[config.mk]
export PLATFORM = sky130hd
export DESIGN_NAME = scf_clock_control
export DESIGN_NICKNAME = d
export VERILOG_FILES = /design/src/hw/scf_pkg.sv /design/src/hw/scf_miss_counter.sv /design/src/hw/scf_clock_control.sv
export SDC_FILE = /design/constraint.sdc
export NUM_CORES = 1
export LEC_CHECK = 0
export ABC_AREA = 1
export BUFFER_PORTS_ARGS = -buffer_cell sky130_fd_sc_hd__buf_2
export CAP_MARGIN = 10
export CORE_UTILIZATION = 47
export CTS_CLUSTER_DIAMETER = 100
export CTS_CLUSTER_SIZE = 25
export DETAILED_ROUTE_END_ITERATION = 8
export PLACE_DENSITY = 0.67
export SYNTH_ARGS = -nofsm -noshare
export SYNTH_HDL_FRONTEND = slang
export SYNTH_SLANG_ARGS = --single-unit
[constraint.sdc]
create_clock -name core_clk_in -period 5.4 [get_ports core_clk_in]
set_input_delay 1.08 -clock core_clk_in [delete_from_list [all_inputs] [get_ports core_clk_in]]
set_output_delay 1.08 -clock core_clk_in [all_outputs]
set_load 0.03 [all_outputs]
[src/hw/scf_pkg.sv]
// package: constants, types and field layout of the system clock select and failover block
package scf_pkg;

    ////////////////////////////////////////////////////////////////////////////
    // bus
    localparam int ADDR_W = 12;
    localparam int DATA_W = 8;
    localparam logic [11:0] CTRL_ADDR = 12'h0f86;
    localparam logic [11:0] STAT_ADDR = 12'h0f87;

    typedef struct packed {
        logic [11:0] addr;
        logic [7:0] wdata;
        logic wr;
        logic rd;
    } scf_bus_req_t;

    ////////////////////////////////////////////////////////////////////////////
    // control register layout
    localparam logic [7:0] CTRL_RESET = 8'ha0;
    localparam int PRC_ON_BIT = 7;
    localparam int RSVD_BIT = 6;
    localparam int WRC_ON_BIT = 5;
    localparam int PFD_ON_BIT = 4;
    localparam int WFD_ON_BIT = 3;
    localparam int SRC_LSB = 0;
    localparam int SRC_W = 3;
    localparam logic [7:0] UNLOCK_FIRST = 8'he7;
    localparam logic [7:0] UNLOCK_SECOND = 8'h18;

    typedef enum logic [2:0] {
        SRC_PRC_FAST = 3'b000,
        SRC_PRC_SLOW = 3'b001,
        SRC_WRC = 3'b011,
        SRC_PIN = 3'b100
    } scf_src_t;

    // status register layout
    localparam int ST_UNLOCKED_BIT = 0;
    localparam int ST_FIRST_BIT = 1;
    localparam int ST_PFAIL_BIT = 2;
    localparam int ST_WFAIL_BIT = 3;

    typedef enum logic [1:0] {
        LK_LOCKED = 2'b00,
        LK_FIRST = 2'b01,
        LK_OPEN = 2'b10
    } scf_lock_t;

    ////////////////////////////////////////////////////////////////////////////
    // timing
    localparam int CORE_CLK_HZ = 25000000;
    localparam int WRC_NOMINAL_HZ = 10000;
    localparam int PRIMARY_FAIL_HZ = 1000;
    localparam int PRIMARY_FAIL_TICKS = WRC_NOMINAL_HZ / PRIMARY_FAIL_HZ;
    localparam int WRC_FAIL_SYSCLKS = 8004;
    localparam int CNT_W = 14;
    localparam int PIN_N = 3;
    localparam int PIN_WRC = 0;
    localparam int PIN_PRC = 1;
    localparam int PIN_EXT = 2;

endpackage : scf_pkg

[src/hw/scf_miss_counter.sv]
// counts ticks while waiting for an awaited edge; one pulse when the limit is reached
`timescale 1ns/100ps
module scf_miss_counter #(
    parameter int unsigned LIMIT = 8004
) (
    // clock and reset
    input wire logic core_clk_in,
    input wire logic rst_in,
    // events
    input wire logic enable_in,
    input wire logic tick_in,
    input wire logic seen_in,
    // result
    output logic fail_out
);

    logic [scf_pkg::CNT_W-1:0] count_r;
    logic [scf_pkg::CNT_W-1:0] count_nxt;
    logic tripped_r;
    logic tripped_nxt;
    logic fail_nxt;
    wire logic at_limit;

    assign at_limit = (count_r == scf_pkg::CNT_W'(LIMIT - 1));

    // an awaited edge restarts the count; one pulse per miss until the edge returns
    always_comb
    begin
        count_nxt = count_r;
        tripped_nxt = tripped_r;
        fail_nxt = 1'b0;
        if (!enable_in || seen_in)
        begin
            count_nxt = '0;
            tripped_nxt = 1'b0;
        end
        else if (tick_in && !tripped_r)
        begin
            if (at_limit)
            begin
                fail_nxt = 1'b1;
                tripped_nxt = 1'b1;
                count_nxt = '0;
            end
            else
            begin
                count_nxt = count_r + 1'b1;
            end
        end
    end

    always_ff @(posedge core_clk_in or posedge rst_in)
    begin
        if (rst_in)
        begin
            count_r <= '0;
            tripped_r <= 1'b0;
            fail_out <= 1'b0;
        end
        else
        begin
            count_r <= count_nxt;
            tripped_r <= tripped_nxt;
            fail_out <= fail_nxt;
        end
    end

endmodule : scf_miss_counter

[src/hw/scf_clock_control.sv]
// top: clock source control register, unlock sequence and clock failure supervision
//
// Strobed register access was left to the implementer.
`timescale 1ns/100ps
module scf_clock_control #(
    parameter int unsigned WRC_FAIL_COUNT = scf_pkg::WRC_FAIL_SYSCLKS
) (
    // clock and reset
    input wire logic core_clk_in,
    input wire logic rst_in,
    // register port
    input wire scf_pkg::scf_bus_req_t bus_req_in,
    output logic [7:0] bus_rdata_out,
    // oscillator activity pins
    input wire logic watchdog_rc_clk_in,
    input wire logic precision_rc_clk_in,
    input wire logic external_clock_pin_in,
    // oscillator control
    output logic precision_rc_on_out,
    output logic precision_rc_fast_out,
    output logic watchdog_rc_on_out,
    output logic [2:0] sys_clock_source_out,
    // failure events
    output logic primary_fail_event_out,
    output logic watchdog_rc_fail_event_out
);

    ////////////////////////////////////////////////////////////////////////////
    // decode helpers

    function automatic logic src_is_wrc(input logic [2:0] src);
        src_is_wrc = (src == scf_pkg::SRC_WRC);
    endfunction : src_is_wrc

    function automatic logic src_is_prc(input logic [2:0] src);
        src_is_prc = (src == scf_pkg::SRC_PRC_FAST) || (src == scf_pkg::SRC_PRC_SLOW);
    endfunction : src_is_prc

    ////////////////////////////////////////////////////////////////////////////
    // pin synchronisers and edge detect

    wire logic [scf_pkg::PIN_N-1:0] pin_raw;
    logic [scf_pkg::PIN_N-1:0] pin_meta_r;
    logic [scf_pkg::PIN_N-1:0] pin_sync_r;
    logic [scf_pkg::PIN_N-1:0] pin_last_r;
    wire logic [scf_pkg::PIN_N-1:0] pin_rise;

    assign pin_raw[scf_pkg::PIN_WRC] = watchdog_rc_clk_in;
    assign pin_raw[scf_pkg::PIN_PRC] = precision_rc_clk_in;
    assign pin_raw[scf_pkg::PIN_EXT] = external_clock_pin_in;

    // oscillator edges faster than half the core clock alias; only slow activity is judged
    genvar gi;
    generate
        for (gi = 0; gi < scf_pkg::PIN_N; gi++)
        begin : g_pin
            always_ff @(posedge core_clk_in or posedge rst_in)
            begin
                if (rst_in)
                begin
                    pin_meta_r[gi] <= 1'b0;
                    pin_sync_r[gi] <= 1'b0;
                    pin_last_r[gi] <= 1'b0;
                end
                else
                begin
                    pin_meta_r[gi] <= pin_raw[gi];
                    pin_sync_r[gi] <= pin_meta_r[gi];
                    pin_last_r[gi] <= pin_sync_r[gi];
                end
            end
            assign pin_rise[gi] = pin_sync_r[gi] & ~pin_last_r[gi];
        end
    endgenerate

    ////////////////////////////////////////////////////////////////////////////
    // register state

    logic [7:0] ctrl_r;
    logic [7:0] ctrl_nxt;
    scf_pkg::scf_lock_t lock_r;
    scf_pkg::scf_lock_t lock_nxt;
    logic pfail_seen_r;
    logic pfail_seen_nxt;
    logic wfail_seen_r;
    logic wfail_seen_nxt;
    logic [7:0] rdata_nxt;

    wire logic [2:0] cur_src;
    wire logic prc_on;
    wire logic wrc_on;
    wire logic pfd_on;
    wire logic wfd_on;

    assign cur_src = ctrl_r[scf_pkg::SRC_LSB +: scf_pkg::SRC_W];
    assign prc_on = ctrl_r[scf_pkg::PRC_ON_BIT];
    assign wrc_on = ctrl_r[scf_pkg::WRC_ON_BIT];
    assign pfd_on = ctrl_r[scf_pkg::PFD_ON_BIT];
    assign wfd_on = ctrl_r[scf_pkg::WFD_ON_BIT];

    ////////////////////////////////////////////////////////////////////////////
    // bus decode

    wire logic hit_ctrl;
    wire logic hit_stat;
    wire logic ctrl_wr;
    wire logic ctrl_commit;

    assign hit_ctrl = (bus_req_in.addr == scf_pkg::CTRL_ADDR);
    assign hit_stat = (bus_req_in.addr == scf_pkg::STAT_ADDR);
    assign ctrl_wr = bus_req_in.wr && hit_ctrl;
    assign ctrl_commit = ctrl_wr && (lock_r == scf_pkg::LK_OPEN);

    ////////////////////////////////////////////////////////////////////////////
    // unlock sequence

    always_comb
    begin
        lock_nxt = lock_r;
        if (ctrl_wr)
        begin
            case (lock_r)
                scf_pkg::LK_LOCKED:
                begin
                    if (bus_req_in.wdata == scf_pkg::UNLOCK_FIRST)
                    begin
                        lock_nxt = scf_pkg::LK_FIRST;
                    end
                end
                scf_pkg::LK_FIRST:
                begin
                    if (bus_req_in.wdata == scf_pkg::UNLOCK_SECOND)
                    begin
                        lock_nxt = scf_pkg::LK_OPEN;
                    end
                    else if (bus_req_in.wdata == scf_pkg::UNLOCK_FIRST)
                    begin
                        lock_nxt = scf_pkg::LK_FIRST;
                    end
                    else
                    begin
                        lock_nxt = scf_pkg::LK_LOCKED;
                    end
                end
                scf_pkg::LK_OPEN:
                begin
                    lock_nxt = scf_pkg::LK_LOCKED;
                end
                default:
                begin
                    lock_nxt = scf_pkg::LK_LOCKED;
                end
            endcase
        end
    end

    ////////////////////////////////////////////////////////////////////////////
    // failure supervision

    wire logic sel_edge;
    wire logic pfd_active;
    wire logic wfd_active;
    wire logic pfail_hit;
    wire logic wfail_hit;
    wire logic fallback;

    // edges of whichever oscillator is driving the system clock now
    assign sel_edge = src_is_prc(cur_src) ? pin_rise[scf_pkg::PIN_PRC] :
                      src_is_wrc(cur_src) ? pin_rise[scf_pkg::PIN_WRC] :
                      (cur_src == scf_pkg::SRC_PIN) ? pin_rise[scf_pkg::PIN_EXT] : 1'b0;

    assign pfd_active = pfd_on && wrc_on && !wfail_seen_r && !src_is_wrc(cur_src);
    // no gating: with the watchdog RC off this trips, so software must drop the enable
    assign wfd_active = wfd_on;

    // below 1 kHz, timed on watchdog RC
    scf_miss_counter #(
        .LIMIT(scf_pkg::PRIMARY_FAIL_TICKS)
    ) u_primary_watch (
        .core_clk_in(core_clk_in),
        .rst_in(rst_in),
        .enable_in(pfd_active),
        .tick_in(pin_rise[scf_pkg::PIN_WRC]),
        .seen_in(sel_edge),
        .fail_out(pfail_hit)
    );

    scf_miss_counter #(
        .LIMIT(WRC_FAIL_COUNT)
    ) u_wrc_watch (
        .core_clk_in(core_clk_in),
        .rst_in(rst_in),
        .enable_in(wfd_active),
        .tick_in(sel_edge),
        .seen_in(pin_rise[scf_pkg::PIN_WRC]),
        .fail_out(wfail_hit)
    );

    assign fallback = pfail_hit && pfd_active && wrc_on && !src_is_wrc(cur_src);

    ////////////////////////////////////////////////////////////////////////////
    // control register update

    // failover is applied after a same-cycle write so the forced source wins
    always_comb
    begin
        ctrl_nxt = ctrl_r;
        // detect enables taken on any stored write
        if (ctrl_commit)
        begin
            ctrl_nxt = bus_req_in.wdata;
            ctrl_nxt[scf_pkg::RSVD_BIT] = 1'b0;
        end
        if (fallback)
        begin
            ctrl_nxt[scf_pkg::SRC_LSB +: scf_pkg::SRC_W] = scf_pkg::SRC_WRC;
        end
    end

    // sticky failure flags; a write clears only the primary flag, and a new failure wins over that write
    always_comb
    begin
        pfail_seen_nxt = pfail_seen_r;
        wfail_seen_nxt = wfail_seen_r;
        if (ctrl_commit)
        begin
            pfail_seen_nxt = 1'b0;
        end
        if (fallback || (pfail_hit && pfd_active))
        begin
            pfail_seen_nxt = 1'b1;
        end
        if (wfail_hit)
        begin
            wfail_seen_nxt = 1'b1;
        end
    end

    ////////////////////////////////////////////////////////////////////////////
    // output next values

    wire logic [2:0] src_nxt;
    wire logic fast_nxt;
    wire logic pfail_evt_nxt;

    // outputs follow ctrl_nxt so pins and register never disagree for a cycle
    assign src_nxt = ctrl_nxt[scf_pkg::SRC_LSB +: scf_pkg::SRC_W];
    assign fast_nxt = (src_nxt != scf_pkg::SRC_PRC_SLOW);
    assign pfail_evt_nxt = pfail_hit && pfd_active;

    ////////////////////////////////////////////////////////////////////////////
    // read path

    logic [7:0] stat_word;

    // status bits sit at their package positions; unused bits read as zero
    always_comb
    begin
        stat_word = 8'h00;
        stat_word[scf_pkg::ST_UNLOCKED_BIT] = (lock_r == scf_pkg::LK_OPEN);
        stat_word[scf_pkg::ST_FIRST_BIT] = (lock_r == scf_pkg::LK_FIRST);
        stat_word[scf_pkg::ST_PFAIL_BIT] = pfail_seen_r;
        stat_word[scf_pkg::ST_WFAIL_BIT] = wfail_seen_r;
    end

    always_comb
    begin
        rdata_nxt = 8'h00;
        if (bus_req_in.rd && hit_ctrl)
        begin
            rdata_nxt = ctrl_r;
        end
        else if (bus_req_in.rd && hit_stat)
        begin
            rdata_nxt = stat_word;
        end
    end

    ////////////////////////////////////////////////////////////////////////////
    // state flops

    always_ff @(posedge core_clk_in or posedge rst_in)
    begin
        if (rst_in)
        begin
            ctrl_r <= scf_pkg::CTRL_RESET;
            lock_r <= scf_pkg::LK_LOCKED;
            pfail_seen_r <= 1'b0;
            wfail_seen_r <= 1'b0;
        end
        else
        begin
            ctrl_r <= ctrl_nxt;
            lock_r <= lock_nxt;
            pfail_seen_r <= pfail_seen_nxt;
            wfail_seen_r <= wfail_seen_nxt;
        end
    end

    ////////////////////////////////////////////////////////////////////////////
    // registered outputs

    always_ff @(posedge core_clk_in or posedge rst_in)
    begin
        if (rst_in)
        begin
            bus_rdata_out <= 8'h00;
            precision_rc_on_out <= scf_pkg::CTRL_RESET[scf_pkg::PRC_ON_BIT];
            precision_rc_fast_out <= 1'b1;
            watchdog_rc_on_out <= scf_pkg::CTRL_RESET[scf_pkg::WRC_ON_BIT];
            sys_clock_source_out <= scf_pkg::CTRL_RESET[scf_pkg::SRC_LSB +: scf_pkg::SRC_W];
            primary_fail_event_out <= 1'b0;
            watchdog_rc_fail_event_out <= 1'b0;
        end
        else
        begin
            bus_rdata_out <= rdata_nxt;
            precision_rc_on_out <= ctrl_nxt[scf_pkg::PRC_ON_BIT];
            precision_rc_fast_out <= fast_nxt;
            watchdog_rc_on_out <= ctrl_nxt[scf_pkg::WRC_ON_BIT];
            sys_clock_source_out <= src_nxt;
            primary_fail_event_out <= pfail_evt_nxt;
            watchdog_rc_fail_event_out <= wfail_hit;
        end
    end

endmodule : scf_clock_control

* Yosys cells after proc, flatten, opt, wreduce, memory -nomap -nowiden *
Index checks and enable logic that the tools add are counted.

operators by class
  add/subtract/negate cells = 2
  equality and inequality tests = 13
  multiplexer cells = 31
  bitwise operators = 6
  reduce and logical (&&, ||, !) cells = 32

operators by type and width
  kind                                                                      count
  14-bit two-way mux                                                        6
  14-bit by 1-bit adder with 14-bit output (second input constant)          2
  12-bit equality test (second input constant)                              2
  1-bit two-way mux                                                         18
  8-bit two-way mux                                                         2
  14-bit by 13-bit equality test with 1-bit output (second input constant)  1
  14-bit by 4-bit equality test with 1-bit output (second input constant)   1
  1-bit logical AND                                                         12
  2-bit nonzero test                                                        5
  8-bit by 5-bit equality test with 1-bit output (second input constant)    1
  8-bit equality test (second input constant)                               1
  1-bit zero test                                                           6
  2-bit AND reduction                                                       3
  1-bit logical OR                                                          4
  2-bit two-way mux                                                         2
  4-bit two-way mux                                                         1
  2-bit one-hot mux with 2 select lines                                     1
  1-bit AND                                                                 3
  3-bit by 1-bit equality test with 1-bit output (second input constant)    1
  3-bit by 2-bit equality test with 1-bit output (second input constant)    1
  3-bit equality test (second input constant)                               1
  3-bit zero test                                                           1
  3-bit two-way mux                                                         1
  3-bit by 1-bit inequality test with 1-bit output (second input constant)  1
  other kinds (5)                                                           7

word-level totals
  flip-flop bits (word level) = 68
  output and inout bits = 16
  word-level logic and storage cells = 111

* Logic depth before layout (Yosys ltp) *
  depth in word-level cells = 8
  depth in mapped cells = 10

* By module *
Synthesis repeated with hierarchy kept, for this count alone.

second synthesis, totals
  cells, all modules = 428
  area total of the unflattened synthesis = 3335.7 um^2

by module, submodules not included
  module                               instances  cells each  area an instance (um^2)  seq. area each (um^2)
  scf_clock_control                    1          144         1318.8                   754.5
  scf_miss_counter at u_primary_watch  1          141         1033.5                   400.4
  scf_miss_counter at u_wrc_watch      1          143         983.4                    400.4

* Worst setup path before layout *
No wires, ideal clock.

  path kind = input to register
  start = input bus_req_in[13] in the netlist's numbering
  end = register lock_r[1]
  arrival = 1833 ps
  slack = 3448 ps
  cell stages on the path = 10
  buffers on the path = 0
  cells stage by stage = inv_1 nand2_1 nor2_1 inv_1 nor2_1 nand2_1 inv_1 nand2_1 o21ai_0 inv_1

between the ends
  word-level cells in the longest chain between the ends = 3

ends and longest elaborated chain
  item                                  line                      source
  from (decl)                           scf_clock_control.sv:12   input wire scf_pkg::scf_bus_req_t bus_req_in,
  12-bit equality test                  scf_clock_control.sv:109  assign hit_ctrl = (bus_req_in.addr == scf_pkg::CTRL_ADDR);
  1-bit logical AND                     scf_clock_control.sv:111  assign ctrl_wr = bus_req_in.wr && hit_ctrl;
  2-bit AND reduction (no source line)  --
  to (signal assigned)                  scf_clock_control.sv:287  lock_r <= scf_pkg::LK_LOCKED;
  to (signal assigned)                  scf_clock_control.sv:294  lock_r <= lock_nxt;
  to (decl)                             scf_clock_control.sv:81   scf_pkg::scf_lock_t lock_r;

No other way between the ends.
A chain may end at the register's enable or synchronous reset.

==> run_results.csv <==
group,metric,value,unit
status,status,"completed",
yosys,synthesis.nets,457,
global_route,grt_util_met2,30.99,%
yosys,synth_area,3379,um^2
yosys,synthXorXnorAreaFrac,3.887,%
cts,post_cts_buffers,0,
detailed_routing,wl,6886,um
worst_setup_path,crit_required,4.32,ns
place,port_buffers,41,
cts,clk_latency,0.34,ns
final_layout,multi_input_area,1484,um^2
yosys,yosysWarnings,0,
cts,cts_sinks,62,
timing,worst_clock_skew,0.01360,ns
detailed_routing,drc_errors,0,
final_layout,layout_commonest_cell,"nand2_1",
yosys,synth.yosys.seq_area_share,46.02,%
detailed_routing,num_vias,2852,
timing,setup_violations,0,
timing,fmax,466.4,MHz
power,p_per_area,237.3,nW/um^2
final_layout,fin_nets,498,
final_layout,seqCellArea,1555,um^2
cts,cts_buffer_depth,2,
final_layout,instances_no_fill,569,
worst_setup_path,cp_cell_sequence,"buf_2",
timing,finalMaxSlewViolations,0,
place,gp_congestion,0.8333,
yosys,synth_top_family_by_area,"simple AND/OR/NAND/NOR gates",
timing,hold_violations,0,
global_route,antenna_found_initial,0,
power,total_power,0.9015,mW
detailed_routing,vias_per_cell,5.012,
timing,final.setup.tns,0,ns
global_route,grtUsageMet3,5.143,%
worst_setup_path,slowest_stage,"dfstp_2",
detailed_routing,drt_iter0_markers,202,
floorplanning,die_w,86.80,um
detailed_routing,first_pass_iters,5,
yosys,ys_types,36,
yosys,synthAdderAreaFrac,1.111,%
timing,tightest_slew,0.8462,ns
yosys,synth-seq-cells,62,
detailed_routing,wl_per_cell,12.10,um
worst_setup_path,cp_max_fo,3,
floorplanning,die-area,7533,um^2
timing,hold_ws,0.3509,ns
worst_setup_path,end_kind,"output pin",
place,dp.final_hpwl,5018,um
cts,hold_buffers,0,
worst_setup_path,critPathArrivalTime,1.06,ns
worst_setup_path,cpPeakStageDelay,0.54,ns
place,dp_cells,553,
final_layout,fin_util,55.32,%
worst_setup_path,critical_path_class,"register to output pin",
final_layout,fillers,639,
yosys,avgSynthCellArea,7.914,um^2
global_route,grtUsageMet1,28.56,%
global_route,grt_max_degree,63,
yosys,synthMuxAreaShare,0,%
global_route,grt_util_all_layers,20.32,%
power,leakage,1.904,nW
cts,numCtsBuffers,9,
min_path,hold_path.class,"register to register",
floorplanning,die_y,86.80,um
global_route,grt_pass1_vias,2642,
final_layout,final_cell_mix,"nand2_1 (97), inv_1 (59), dfrtp_1 (59), nand3_1 (52), nor2_1 (46)",
timing,rsz0062_at_grt,"no",
floorplanning,start_util,49.20,%
cts,ctsHtreeMaxLevel,3,
worst_setup_path,crit_buf_inv,1,
yosys,synth_cells,427,
cts,root_buffer,"clkbuf_8",
final_layout,drive_gt1_share,17.34,%
cts,tritoncts,"done",
worst_setup_path,worstSetupStartpointType,"register",
final_layout,num_antenna_cells,0,
global_route,overflow,0,
timing,slew_headroom,43.53,%
run,cap_violations,0,
final_layout,area_delta_synth_final,12.44,%
cts,path_clk_slew,0.07,ns
cts,cts_resized,0,
yosys,synth_simple_gate_area_share,34.80,%
power,ir_worst_vdd,0.1297,mV
floorplanning,ioPinCount,43,
floorplanning,rows,30,
detailed_routing,ant_nets,0,
timing,period_share,39.70,%
global_route,busiest_layer,"met2",
timing,fin_crit,2.144,ns
worst_setup_path,crit_family,"flip-flops",
yosys,synth_compound_area_share,3.999,%
global_route,grt_pass1_wl,11950,um
floorplanning,core-area,6869,um^2
==> through the flow <==
step           area [um^2]  setup WS (ns)
6_report              3800          3.256
5_1_grt               3800          3.209
4_1_cts               3800          3.242
3_5_place_dp          3608          3.177
3_3_place_gp          3608          3.237
2_1_floorplan         3379          2.784
==> registers in the layout (all words and copies together), names as in the netlist, 2 cells and up <==
| register | cells |
|---|---|
| u_primary_watch.count_r | 14 |
| u_wrc_watch.count_r | 14 |
| bus_rdata_out | 7 |
| ctrl_r | 5 |
| pin_last_r | 3 |
| pin_meta_r | 3 |
| pin_sync_r | 3 |
| lock_r | 2 |
| sys_clock_source_out | 2 |
==> worst paths after layout <==
kind,startpoint,cells past startpoint,slack [ns],endpoint
max,ctrl_r[5],1,3.26,watchdog_rc_on_out
min,pin_meta_r[0],0,0.35,pin_sync_r[0]
max reg2reg,pin_sync_r[0],8,3.54,u_wrc_watch.tripped_r
min reg2reg,pin_meta_r[0],0,0.35,pin_sync_r[0]
max in group asynchronous,rst_in,3,3.95,u_wrc_watch.count_r[12]
min in group asynchronous,rst_in,3,0.96,u_wrc_watch.count_r[3]
==> area by class of cell <==
type / count / area share (%)
timing repair buffer: 42 / 5.598
clock buffer: 10 / 3.359
multi-input combinational: 290 / 39.05
clock inverter: 6 / 1.679
inverter: 63 / 6.223
tap: 96 / 3.161
sequential: 62 / 40.93
==> where the power goes <==
part,switching (mW),leakage [nW],internal (mW)
Clock,0.183,0.0923,0.212
Sequential,0.00129,0.814,0.468
Combinational,0.0255,0.997,0.0113
==> synthesized netlist by cell type <==
cell type   n  share of area, %
clkbuf_4    1              0.22
conb_1      1              0.11
a21oi_1     5              0.74
nor2_4      3               1.0
nor3_1      8               1.2
nor3b_1     2              0.44
nor3_2      1              0.30
ha_1        3               1.1
xnor2_1     1              0.26
nand4_2     1              0.37
nand3_2     1              0.30
nand4_1    18               3.3
dfstp_2     3               2.3
nand3_1    52               7.7
o32ai_1     2              0.52
clkbuf_8    2              0.81
o21ai_0    15               2.2
nor2_2      4              0.74
xor2_1     14               3.6
o21ai_1     1              0.15
nand2_1    97                11
buf_4       6               1.3
dfrtp_1    59                44
nand2_2     2              0.37
inv_1      60               6.7
clkbuf_1    1              0.11
nor4_1      2              0.37
nor3_4      2              0.96
buf_8       1              0.44
or2_2       1              0.19
inv_2       3              0.33
nor2_1     46               5.1
buf_2       1              0.15
nand3b_1    3              0.67
nand2_4     3               1.0
o22ai_1     2              0.37
==> routing by layer <==
layer,share of wire (%),wire length [um]
met1,49,3385
met2,44,3036
met3,5.7,393
met4,1.0,70
met5,0,0
==> cell families (layout without fill, tap and decap cells) <==
family	after synthesis	after routing
adders and majority gates	3	3
DFF	62	62
other	1	1
buffers and inverters	75	121
AOI/OAI and AO/OA	25	25
xor gates and xnor gates	15	15
and+or+nand+nor	246	246
No activity file was read; power rests on OpenSTA's default activity.
